<file path="src/rtl/ctxdec_regs.svh">
// Offsets, field positions, reset values and timing counts for the decoder
`ifndef CTXDEC_REGS_SVH
`define CTXDEC_REGS_SVH

// Register byte offsets
`define CTXDEC_ADDR_CTRL      8'h00
`define CTXDEC_ADDR_STATUS    8'h04
`define CTXDEC_ADDR_ERR_CLR   8'h08
`define CTXDEC_ADDR_DESC0     8'h10

// Number of descriptor words held, 256 bits
`define CTXDEC_DESC_WORDS     8

// Descriptor field positions
`define CTXDEC_FTB_HI         115
`define CTXDEC_FTB_LO         68
`define CTXDEC_FTB_V30_LO     112
`define CTXDEC_HWU_LO         124
`define CTXDEC_HWU_HI         127
`define CTXDEC_NS1_BIT        128
`define CTXDEC_SECOND_REGION_HIER_ATTR_OFF_BIT       129
`define CTXDEC_STB_HI         179
`define CTXDEC_STB_LO         132
`define CTXDEC_NS0_BIT        64
`define CTXDEC_FIRST_REGION_HIER_ATTR_OFF_BIT       65

// Control register fields
`define CTXDEC_CTRL_GO        0
`define CTXDEC_CTRL_WALKOFF   1
`define CTXDEC_CTRL_GRAN_LO   2
`define CTXDEC_CTRL_SIZE_LO   4
`define CTXDEC_CTRL_REGIME_LO 8
`define CTXDEC_CTRL_SECURE    11
`define CTXDEC_CTRL_V30       12
`define CTXDEC_CTRL_HAD       13
`define CTXDEC_CTRL_PAGE_HW_ATTR_SUPPORT      14
`define CTXDEC_CTRL_ALIGN_LO  16

// Reset values
`define CTXDEC_CTRL_RESET     32'h0000_0000
`define CTXDEC_STATUS_RESET   32'h0000_0000

// Latency of one decode, in cycles
`define CTXDEC_DECODE_CYCLES  1

`endif

</file>
<file path="src/rtl/ctxdec_pkg.sv">
// Types shared by the context descriptor decoder
package ctxdec_pkg;

   typedef enum logic [1:0]
   {
      CTXDEC_G4K  = 2'b00,
      CTXDEC_G64K = 2'b01,
      CTXDEC_G16K = 2'b10
   } ctxdec_gran_t;

   typedef enum logic [2:0]
   {
      CTXDEC_OS32 = 3'b000,
      CTXDEC_OS36 = 3'b001,
      CTXDEC_OS40 = 3'b010,
      CTXDEC_OS42 = 3'b011,
      CTXDEC_OS44 = 3'b100,
      CTXDEC_OS48 = 3'b101,
      CTXDEC_OS52 = 3'b110
   } ctxdec_osize_t;

   // Regime: codes 3'b100 and above stand for EL2 without E2H or EL3; EL2 with E2H is 3'b010
   typedef enum logic [2:0]
   {
      CTXDEC_NS_EL1  = 3'b000,
      CTXDEC_SEC_EL1 = 3'b001,
      CTXDEC_EL2_E2H = 3'b010,
      CTXDEC_EL2     = 3'b100,
      CTXDEC_EL3     = 3'b101
   } ctxdec_regime_t;

   typedef enum logic [1:0]
   {
      CTXDEC_IDLE   = 2'b00,
      CTXDEC_DECODE = 2'b01,
      CTXDEC_DONE   = 2'b10
   } ctxdec_state_t;

endpackage : ctxdec_pkg

</file>
<file path="src/rtl/ctxdec_top.sv">
// Context descriptor table base decoder with AXI4-Lite registers
// What this block does
// - Bits 115:68 give first base address 51:4
// - Clear base bits below table alignment
// - 64KB granule, 52-bit output: clear bits 5:0
// - First walk disabled: ignore base, no checks
// - Illegal if first base exceeds output size
// - Illegal above 48 bits with small granule
// - Earliest version: bits 115:112 reserved zero
// - Bit 124 gives bit 59 hardware use
// - Ignore use bits without support or disable
// - Bits 125-127 govern bits 60 to 62
// - Earliest version: use bits reserved zero
// - Bit 128 second fetch attribute, EL2/EL3 zero
// - Bit 129 disables second hierarchical attributes
// - EL2/EL3: second disable bit reserved zero
// - Bits 179:132 give second base 51:4
// - Fetch attribute 0 secure, 1 non-secure
// - Fetch attributes used only for secure entries
// - No feature: ignore both disable bits
// - Disabled region ignores table permission bits
//
// The register offsets and register access over AXI4-Lite are this design's own decisions.
`timescale 1ns/10ps
`default_nettype none
`include "ctxdec_regs.svh"
module ctxdec_top
(
   input  wire logic                    clock,
   input  wire logic                    rst,
   input  wire logic [7:0]              s_axi_awaddr,
   input  wire logic                    s_axi_awvalid,
   output logic                         s_axi_awready,
   input  wire logic [31:0]             s_axi_wdata,
   input  wire logic [3:0]              s_axi_wstrb,
   input  wire logic                    s_axi_wvalid,
   output logic                         s_axi_wready,
   output logic [1:0]                   s_axi_bresp,
   output logic                         s_axi_bvalid,
   input  wire logic                    s_axi_bready,
   input  wire logic [7:0]              s_axi_araddr,
   input  wire logic                    s_axi_arvalid,
   output logic                         s_axi_arready,
   output logic [31:0]                  s_axi_rdata,
   output logic [1:0]                   s_axi_rresp,
   output logic                         s_axi_rvalid,
   input  wire logic                    s_axi_rready,
   output logic [51:0]                  first_table_base,
   output logic [51:0]                  second_table_base,
   output logic                         first_table_nonsecure_fetch,
   output logic                         second_table_nonsecure_fetch,
   output logic                         first_region_hier_attr_off,
   output logic                         second_region_hier_attr_off,
   output logic [3:0]                   hw_use_first,
   output logic                         decode_valid,
   output logic                         config_error
);
   import ctxdec_pkg::*;

   logic [31:0]     desc [`CTXDEC_DESC_WORDS];
   logic [255:0]    cd;
   logic [31:0]     ctrl;
   logic            err_sticky;
   logic            busy;
   ctxdec_state_t   state;
   logic            aw_held;
   logic            w_held;
   logic [7:0]      aw_addr;
   logic [31:0]     w_data;
   logic [3:0]      w_strb;
   logic            do_write;
   logic            err_clr;
   logic            go;
   logic            wr_ok;
   logic            rd_ok;
   logic [31:0]     rd_val;
   logic            walk_off;
   ctxdec_gran_t    gran;
   ctxdec_osize_t   osize;
   logic [2:0]      regime;
   logic            high_regime;
   logic            secure_entry;
   logic            ver30;
   logic            had_sup;
   logic            page_hw_attr_support_sup;
   logic [3:0]      align_bits;
   logic [51:0]     next_first_base;
   logic [51:0]     next_second_base;
   logic [51:0]     raw_first;
   logic [51:0]     align_mask;
   logic [5:0]      osize_bits;
   logic            next_illegal;
   logic            next_first_region_hier_attr_off;
   logic            next_second_region_hier_attr_off;
   genvar gi;
   generate
      for (gi = 0; gi < `CTXDEC_DESC_WORDS; gi++)
      begin : g_cd
         assign cd[gi*32 +: 32] = desc[gi];
      end
   endgenerate

   assign walk_off     = ctrl[`CTXDEC_CTRL_WALKOFF];
   assign gran         = ctxdec_gran_t'(ctrl[`CTXDEC_CTRL_GRAN_LO +: 2]);
   assign osize        = ctxdec_osize_t'(ctrl[`CTXDEC_CTRL_SIZE_LO +: 3]);
   assign regime       = ctrl[`CTXDEC_CTRL_REGIME_LO +: 3];
   assign high_regime  = regime[2];
   assign secure_entry = ctrl[`CTXDEC_CTRL_SECURE];
   assign ver30        = ctrl[`CTXDEC_CTRL_V30];
   assign had_sup      = ctrl[`CTXDEC_CTRL_HAD];
   assign page_hw_attr_support_sup     = ctrl[`CTXDEC_CTRL_PAGE_HW_ATTR_SUPPORT];
   assign align_bits   = ctrl[`CTXDEC_CTRL_ALIGN_LO +: 4];

   // AXI write path: address and data taken in either order
   assign s_axi_awready = !aw_held && !s_axi_bvalid;
   assign s_axi_wready  = !w_held && !s_axi_bvalid;
   assign do_write      = aw_held && w_held && !s_axi_bvalid;
   assign wr_ok         = (aw_addr[1:0] == 2'b00) &&
                          (aw_addr <= `CTXDEC_ADDR_DESC0 + 8'h1C) &&
                          (aw_addr != `CTXDEC_ADDR_STATUS) &&
                          (aw_addr != 8'h0C);
   assign err_clr       = do_write && (aw_addr == `CTXDEC_ADDR_ERR_CLR) &&
                          w_strb[0] && w_data[0];
   assign go            = do_write && (aw_addr == `CTXDEC_ADDR_CTRL) &&
                          w_strb[0] && w_data[`CTXDEC_CTRL_GO] && !busy;

   always_ff @(posedge clock)
   begin
      if (rst)
      begin
         aw_held <= 1'b0;
         aw_addr <= 8'h00;
      end
      else if (s_axi_awvalid && s_axi_awready)
      begin
         aw_held <= 1'b1;
         aw_addr <= s_axi_awaddr;
      end
      else if (do_write)
         aw_held <= 1'b0;
   end

   always_ff @(posedge clock)
   begin
      if (rst)
      begin
         w_held <= 1'b0;
         w_data <= 32'h0000_0000;
         w_strb <= 4'h0;
      end
      else if (s_axi_wvalid && s_axi_wready)
      begin
         w_held <= 1'b1;
         w_data <= s_axi_wdata;
         w_strb <= s_axi_wstrb;
      end
      else if (do_write)
         w_held <= 1'b0;
   end

   always_ff @(posedge clock)
   begin
      if (rst)
      begin
         s_axi_bvalid <= 1'b0;
         s_axi_bresp  <= 2'b00;
      end
      else if (do_write)
      begin
         s_axi_bvalid <= 1'b1;
         s_axi_bresp  <= wr_ok ? 2'b00 : 2'b10;
      end
      else if (s_axi_bready)
         s_axi_bvalid <= 1'b0;
   end

   // Control and descriptor words, byte lanes honoured; GO self-clears
   always_ff @(posedge clock)
   begin
      if (rst)
         ctrl <= `CTXDEC_CTRL_RESET;
      else
      begin
         if (do_write && aw_addr == `CTXDEC_ADDR_CTRL)
         begin
            for (int b = 0; b < 4; b++)
               if (w_strb[b])
                  ctrl[b*8 +: 8] <= w_data[b*8 +: 8];
         end
         ctrl[`CTXDEC_CTRL_GO] <= 1'b0;
      end
   end

   always_ff @(posedge clock)
   begin
      if (rst)
      begin
         for (int i = 0; i < `CTXDEC_DESC_WORDS; i++)
            desc[i] <= 32'h0000_0000;
      end
      else if (do_write && aw_addr >= `CTXDEC_ADDR_DESC0 && wr_ok && !busy)
      begin
         for (int b = 0; b < 4; b++)
            if (w_strb[b])
               desc[3'((aw_addr - `CTXDEC_ADDR_DESC0) >> 2)][b*8 +: 8] <=
                  w_data[b*8 +: 8];
      end
   end

   always_comb
   begin
      raw_first = {cd[`CTXDEC_FTB_HI:`CTXDEC_FTB_LO], 4'h0};
      if (ver30)
         raw_first[51:48] = 4'h0;
      case (osize)
         CTXDEC_OS32: osize_bits = 6'd32;
         CTXDEC_OS36: osize_bits = 6'd36;
         CTXDEC_OS40: osize_bits = 6'd40;
         CTXDEC_OS42: osize_bits = 6'd42;
         CTXDEC_OS44: osize_bits = 6'd44;
         CTXDEC_OS48: osize_bits = 6'd48;
         CTXDEC_OS52: osize_bits = 6'd52;
         default:     osize_bits = 6'd48;
      endcase
      align_mask = ~52'h0 << align_bits;
      if (gran == CTXDEC_G64K && osize == CTXDEC_OS52)
         align_mask[5:0] = 6'h00;
      next_first_base  = raw_first & align_mask;
      next_second_base = {cd[`CTXDEC_STB_HI:`CTXDEC_STB_LO], 4'h0};
      next_illegal = 1'b0;
      if (!walk_off)
      begin
         if ((raw_first >> osize_bits) != 52'h0)
            next_illegal = 1'b1;
         if (gran != CTXDEC_G64K && raw_first[51:48] != 4'h0)
            next_illegal = 1'b1;
      end
      // Disable bits count only with the feature present
      next_first_region_hier_attr_off = had_sup && cd[`CTXDEC_FIRST_REGION_HIER_ATTR_OFF_BIT];
      next_second_region_hier_attr_off = had_sup && !high_regime &&
                  cd[`CTXDEC_SECOND_REGION_HIER_ATTR_OFF_BIT];
   end

   always_ff @(posedge clock)
   begin
      if (rst)
         state <= CTXDEC_IDLE;
      else
         case (state)
            CTXDEC_IDLE:   state <= go ? CTXDEC_DECODE : CTXDEC_IDLE;
            CTXDEC_DECODE: state <= CTXDEC_DONE;
            CTXDEC_DONE:   state <= go ? CTXDEC_DECODE : CTXDEC_DONE;
            default:       state <= CTXDEC_IDLE;
         endcase
   end
   assign busy = (state == CTXDEC_DECODE);

   always_ff @(posedge clock)
   begin
      if (rst)
      begin
         first_table_base             <= 52'h0;
         second_table_base            <= 52'h0;
         first_table_nonsecure_fetch  <= 1'b0;
         second_table_nonsecure_fetch <= 1'b0;
         first_region_hier_attr_off   <= 1'b0;
         second_region_hier_attr_off  <= 1'b0;
         hw_use_first                 <= 4'h0;
         decode_valid                 <= 1'b0;
      end
      else if (busy)
      begin
         // Illegal descriptor yields no usable translation
         decode_valid <= !next_illegal;
         first_table_base <= (walk_off || next_illegal) ?
                             52'h0 : next_first_base;
         second_table_base <= next_second_base;
         // Attributes: 1 means non-secure fetch, secure entries only
         first_table_nonsecure_fetch <= secure_entry &&
                                        cd[`CTXDEC_NS0_BIT];
         second_table_nonsecure_fetch <= secure_entry && !high_regime &&
                                 cd[`CTXDEC_NS1_BIT];
         // Flags tell the walker to drop table permission bits
         first_region_hier_attr_off  <= next_first_region_hier_attr_off;
         second_region_hier_attr_off <= next_second_region_hier_attr_off;
         hw_use_first <= (page_hw_attr_support_sup && next_first_region_hier_attr_off && !ver30) ?
                         cd[`CTXDEC_HWU_HI:`CTXDEC_HWU_LO] :
                         4'h0;
      end
      else if (go)
         decode_valid <= 1'b0;
   end

   // Sticky configuration error, set wins over clear
   always_ff @(posedge clock)
   begin
      if (rst)
         err_sticky <= 1'b0;
      else if (busy && next_illegal)
         err_sticky <= 1'b1;
      else if (err_clr)
         err_sticky <= 1'b0;
   end
   assign config_error = err_sticky;
   assign s_axi_arready = !s_axi_rvalid;
   assign rd_ok = (s_axi_araddr[1:0] == 2'b00) &&
                  (s_axi_araddr <= `CTXDEC_ADDR_DESC0 + 8'h1C) &&
                  (s_axi_araddr != 8'h0C);
   always_comb
   begin
      rd_val = 32'h0000_0000;
      if (s_axi_araddr == `CTXDEC_ADDR_CTRL)
         rd_val = ctrl;
      else if (s_axi_araddr == `CTXDEC_ADDR_STATUS)
         rd_val = {28'h0, busy, decode_valid, err_sticky, 1'b0};
      else if (s_axi_araddr >= `CTXDEC_ADDR_DESC0 && rd_ok)
         rd_val = desc[3'((s_axi_araddr - `CTXDEC_ADDR_DESC0) >> 2)];
   end

   always_ff @(posedge clock)
   begin
      if (rst)
      begin
         s_axi_rvalid <= 1'b0;
         s_axi_rdata  <= 32'h0000_0000;
         s_axi_rresp  <= 2'b00;
      end
      else if (s_axi_arvalid && s_axi_arready)
      begin
         s_axi_rvalid <= 1'b1;
         s_axi_rdata  <= rd_ok ? rd_val : 32'h0000_0000;
         s_axi_rresp  <= rd_ok ? 2'b00 : 2'b10;
      end
      else if (s_axi_rready)
         s_axi_rvalid <= 1'b0;
   end

endmodule : ctxdec_top
`default_nettype wire

</file>
<file path="config.mk">
export PLATFORM = sky130hd
export DESIGN_NAME = ctxdec_top
export DESIGN_NICKNAME = d
export VERILOG_FILES = /design/src/rtl/ctxdec_pkg.sv /design/src/rtl/ctxdec_top.sv
export VERILOG_INCLUDE_DIRS = /design/src /design/src/rtl
export SDC_FILE = /design/constraint.sdc
export NUM_CORES = 1
export LEC_CHECK = 0
export ABC_CLOCK_PERIOD_IN_PS = 5400
export BUFFER_PORTS_ARGS = -buffer_cell sky130_fd_sc_hd__clkbuf_2
export CORE_UTILIZATION = 63
export CTS_CLUSTER_DIAMETER = 100
export CTS_CLUSTER_SIZE = 28
export DETAILED_ROUTE_END_ITERATION = 10
export GPL_TIMING_DRIVEN = 1
export PLACE_DENSITY = 0.83
export SETUP_SLACK_MARGIN = 0.15
export SLEW_MARGIN = 5
export SYNTH_ARGS = -nofsm -noshare
export SYNTH_HDL_FRONTEND = slang
export SYNTH_SLANG_ARGS = --single-unit
</file>
<file path="constraint.sdc">
create_clock -name clock -period 5.4 [get_ports clock]
set_input_delay 0.27 -clock clock [delete_from_list [all_inputs] [get_ports clock]]
set_output_delay 0.27 -clock clock [all_outputs]
set_load 0.05 [all_outputs]
</file>
# After elaboration in Yosys (flattened, before gate mapping)
# Memory sizes are Yosys's and may differ from the RTL's. A register that Yosys moved wholly into a read port is not among the register bits.
# Index checks and enable logic that the tools add are counted.
[totals]
input_bits = 59
memories = 1
output_inout_bits = 155
reg_bits = 228
mem_bits_rw = 256
wordCells = 160
[op_classes]
reduce_logical = 62
eq_ne = 14
n_addsub = 2
n_lt_le_gt_ge = 4
n_shift = 2
n_mux = 49
n_bitwise = 1
[mem_list]
columns = ["memory", "depth", "word_bits", "read_ports", "rd_clocked_by_memory_dff", "write_ports", "line", "source"]
rows = [
  ["desc", 8, 32, 5, 1, 8, "ctxdec_top.sv:60", "logic [31:0] desc [`CTXDEC_DESC_WORDS];"],
]
[ops]
columns = ["op", "n"]
rows = [
  ["32-bit two-way mux", 5],
  ["52-bit AND", 1],
  ["52-bit two-way mux", 1],
  ["52-bit nonzero test", 1],
  ["52-bit by 4-bit << shifter with 52-bit output (first input constant)", 1],
  ["52-bit by 6-bit >> shifter with 52-bit output", 1],
  ["1-bit logical AND", 34],
  ["1-bit two-way mux", 33],
  ["32-bit OR reduction", 1],
  ["5-bit one-hot mux with 6 select lines", 1],
  ["8-bit by 5-bit >= comparator with 1-bit output (second input constant)", 2],
  ["8-bit by 6-bit <= comparator with 1-bit output (second input constant)", 2],
  ["8-bit logical NOT", 2],
  ["8-bit by 4-bit inequality test with 1-bit output (second input constant)", 2],
  ["4-bit two-way mux", 3],
  ["2-bit nonzero test", 6],
  ["5-bit subtractor (second input constant)", 2],
  ["8-bit by 3-bit equality test with 1-bit output (second input constant)", 1],
  ["8-bit by 4-bit equality test with 1-bit output (second input constant)", 1],
  ["1-bit logical NOT", 8],
  ["8-bit by 3-bit inequality test with 1-bit output (second input constant)", 1],
  ["2-bit AND reduction", 4],
  ["3-bit by 2-bit equality test with 1-bit output (second input constant)", 2],
  ["3-bit equality test (second input constant)", 2],
  ["12 further kinds", 17],
]

# Logic depth before layout (Yosys ltp)
[depth]
word_depth = 11
ltp_mapped = 8
ltp_nobuf = 5

# Least setup slack after synthesis
# OpenSTA, ideal clock, no wires.
[synth_timing]
kind = "register -> register"
start = "register s_axi_bvalid"
end = "register w_data[10]"
synth_period_minus_slack_ns = 2.287
required_time_ns = 5.330
path_slack_ns = 3.113
arrival_time_ns = 2.217
path_buffers = 2
setup_ns = 0.070
stages_incl_launch_ff = 7
path_cell_list = "dfxtp_1 > nor2_1 > and2_1 > clkbuf_1 > clkbuf_1 > nand2_1 > a21oi_1"
[synth_between]
elab_chain_len = 3
[synth_lines]
columns = ["item", "line", "source"]
rows = [
  ["start: declaration", "ctxdec_top.sv:39", "output logic s_axi_bvalid,"],
  ["start signal: assignment", "ctxdec_top.sv:165", "s_axi_bvalid <= 1'b0;"],
  ["start signal: assignment", "ctxdec_top.sv:170", "s_axi_bvalid <= 1'b1;"],
  ["start signal: assignment", "ctxdec_top.sv:174", "s_axi_bvalid <= 1'b0;"],
  ["1-bit logical NOT", "ctxdec_top.sv:116", "assign s_axi_wready = !w_held && !s_axi_bvalid;"],
  ["1-bit logical AND", "ctxdec_top.sv:116", ""],
  ["via s_axi_wready", "ctxdec_top.sv:37", "output logic s_axi_wready,"],
  ["1-bit logical AND", "ctxdec_top.sv:151", "else if (s_axi_wvalid && s_axi_wready)"],
  ["end signal: assignment", "ctxdec_top.sv:154", "w_data <= s_axi_wdata;"],
  ["end: declaration", "ctxdec_top.sv:69", "logic [31:0] w_data;"],
]
# The timed path passes the listed nets, and every way through them passes these cells.
# A chain may end at the register's enable or synchronous reset.

==> flow_metrics.env <==
export IMPL_final_common_cell="and2_1"
export IMPL_async_flop_share_pct=0
export IMPL_whs_ps=95.6
export IMPL_pre_cts_ws_ps=2230
export IMPL_rsz0062_at_grt="false"
export IMPL_clock_latency_ps=570
export IMPL_path_max_fanout=48
export IMPL_worstMarginPinSlew_ps=1200
export IMPL_gp_congestion=0.894
export IMPL_finalMaxSlewViolations=0
export IMPL_timing_final_ws_setup_ps=2390
export IMPL_critPathCaptureType="flop"
export IMPL_synth_area_leader_cell="edfxtp_1"
export IMPL_cts_tree="built"
export IMPL_yosys_top_cells_area="edfxtp_1, dfxtp_1, and2_1"
export IMPL_die_h_um=180
export IMPL_drt_vias_per_instance=6.34
export IMPL_start_kind="flop"
export IMPL_path_cells="nor4_1, nor4_1, o41ai_1, o2111a_2, a32o_1"
export IMPL_synth_ff_type="edfxtp_1"
export IMPL_seq_area_frac_synth_pct=60.7
export IMPL_row_count=64
export IMPL_area_growth_pct=11.2
export IMPL_yosysUniqueCellTypes=58
export IMPL_post_route_period_util_pct=55.7
export IMPL_clk_path_buf_depth=3
export IMPL_vias=14200
export IMPL_synth_warnings=0
export IMPL_required_ps=5880
export IMPL_cts_repair_resized=0
export IMPL_die_w_um=180
export IMPL_worstSetupPathType="flop to flop"
export IMPL_num_io_pins=214
export IMPL_h_tree_depth=1
export IMPL_hold_viol_final=0
export IMPL_core_area_um2=30900
export IMPL_max_vdd_ir_drop_mv=0.255
export IMPL_max_freq_ghz=0.333
export IMPL_grt_overflow_total=0
export IMPL_post_dp_cell_area_um2=21100
export IMPL_wl_um=53200
export IMPL_finalSetupViolCount=0
export IMPL_synth_edf_count=256
export IMPL_critPathMostFrequentCell="nor4_1"
export IMPL_antenna_cells=0
export IMPL_design_area_um2=22200
export IMPL_ctsRootBufferMaster="clkbuf_16"
export IMPL_drt_iter0_drc=1817
export IMPL_fin_crit_ps=3010
export IMPL_multi_input_area_um2=7360
export IMPL_post_dp_hpwl_um=35300
export IMPL_power_density_nw_per_um2=284
export IMPL_nets=1884
export IMPL_arrival_ps=3480
export IMPL_wl_per_cell_um=23.8
export IMPL_crit_slowest_cell="o2111a_2"
export IMPL_first_pass_iters=6
export IMPL_cts_buffers=21
export IMPL_initial_core_util_pct=64.6
export IMPL_synth_cells=1639
export IMPL_drc=0
export IMPL_skew_ps=33.7
export IMPL_grt_max_degree=93
export IMPL_cap_violations=0
export IMPL_antenna_found_initial=0
export IMPL_cts_sinks=477
export IMPL_grt_pass1_vias=14000
export IMPL_avgSynthCellArea_um2=12.2
export IMPL_ant_nets=0
export IMPL_critPathMaxStageDelay_ps=1110
export IMPL_yosysTopAreaCellShare_pct=38.5
export IMPL_cts_clk_slew_worst_paths_ps=110
export IMPL_synth_ff_latch_count=477
export IMPL_status="complete, no violations"
export IMPL_grtUsageTotal_pct=33.1
export IMPL_synth_area_um2=20000
export IMPL_numPortBuffers=203
export IMPL_tns_ps=0
export IMPL_maxSlewHeadroom_pct=19.7
export IMPL_hp_class="input pin to flop"
export IMPL_report_power_total_mw=6.30
export IMPL_layout_drive_gt1_share_pct=21.3
export IMPL_fillers=2083
export IMPL_p_leak_nw=8.20
export IMPL_final_cell_mix="and2_1, edfxtp_1, nand2_1"
export IMPL_die_area_um2=32400
export IMPL_grt_pass1_wl_um=81500
export IMPL_regArea_um2=12100
==> layout make-up <==
cell class              instances  area share, %
well taps                     396           2.23
inverters                       9          0.152
clock inverters                 3          0.192
flip-flops and latches        477           54.6
clock buffers                  35           2.61
multi-input cells            1055           33.2
repair buffers                261           7.08
==> cells by family (layout without fill, tap and decap cells) <==
logic type	count (synthesis)	in the layout	share of synthesized area, %
AO/OA/AOI/OAI	247	247	8.16
XOR/XNOR	2	2	0.0878
buffers and inverters	116	308	2.74
flip-flops	477	477	60.7
multiplexers	98	98	8.96
other	1	10	0.0188
AND/OR/NAND/NOR	698	698	19.4
==> repair_timing <==
item                      CTS  global route
hold endpoints to repair   46             0
hold buffers               46             0
setup buffers               0             0
==> metal layers <==
metal  up-vias  wire [um]  GRT usage (%)
li1       6183          -              -
met1      6890      20000           44.8
met2       934      25000           53.5
met3       161       5830           5.45
met4         0       2420           13.8
met5         -          0              0
==> sequential cells by signal, indices dropped and copies added, names as in the netlist, 4 cells and up <==
| signal | cells |
|---|---|
| w_data | 32 |
| hw_use_first | 4 |
| w_strb | 4 |
| first_table_base | 48 |
| desc | 256 |
| aw_addr | 8 |
| s_axi_rdata | 32 |
| second_table_base | 48 |
| ctrl | 31 |
==> final timing paths <==
check                                     start  slack (ps)  cells after the start                                       end
min                                         rst         100                      2  second_region_hier_attr_off$_SDFFE_PP0N_
max                    desc[3][0]$_SDFFCE_PN0P_        2390                      5          first_table_base[8]$_SDFFE_PP0N_
min reg2reg  second_table_base[30]$_SDFFE_PP0N_         460                      2        second_table_base[30]$_SDFFE_PP0N_
max reg2reg            desc[3][0]$_SDFFCE_PN0P_        2390                      5          first_table_base[8]$_SDFFE_PP0N_
==> metrics by stage <==
| stage | util [%] | std cells |
|---|---|---|
| 6_report | 71.8 | 2236 |
| 5_1_grt | 71.8 | 2236 |
| 4_1_cts | 71.8 | 2236 |
| 3_5_place_dp | 68.3 | 2152 |
| 3_3_place_gp | 68.3 | 2152 |
| 2_1_floorplan | - | 1648 |
==> worst max-delay path, delay by kind of cell, from the launching register on <==
kind | cells | cell delay [ps]
compound gates | 3 | 1810
simple gates | 2 | 670
flops | 1 | 430
==> synth_stat cells, types with 9 or more instances <==
cell type	instances
a22o_1	33
a32o_1	14
clkbuf_1	64
nand2_1	238
mux2i_1	29
inv_1	9
nor2_1	42
a21oi_1	139
buf_2	14
or2_2	33
and2_1	263
edfxtp_1	256
mux4_2	64
o21ai_0	12
buf_4	10
buf_1	12
a221o_1	26
nand3_1	43
nor2_4	33
dfxtp_1	221
==> where the power goes <==
part	internal, mW	leakage (nW)	total [mW]	switching (mW)
combinational	0.162	3.48	0.425	0.263
clock	0.759	0.297	1.87	1.11
sequential	3.90	4.43	4.01	0.110
(Power assumes the default switching activity.)
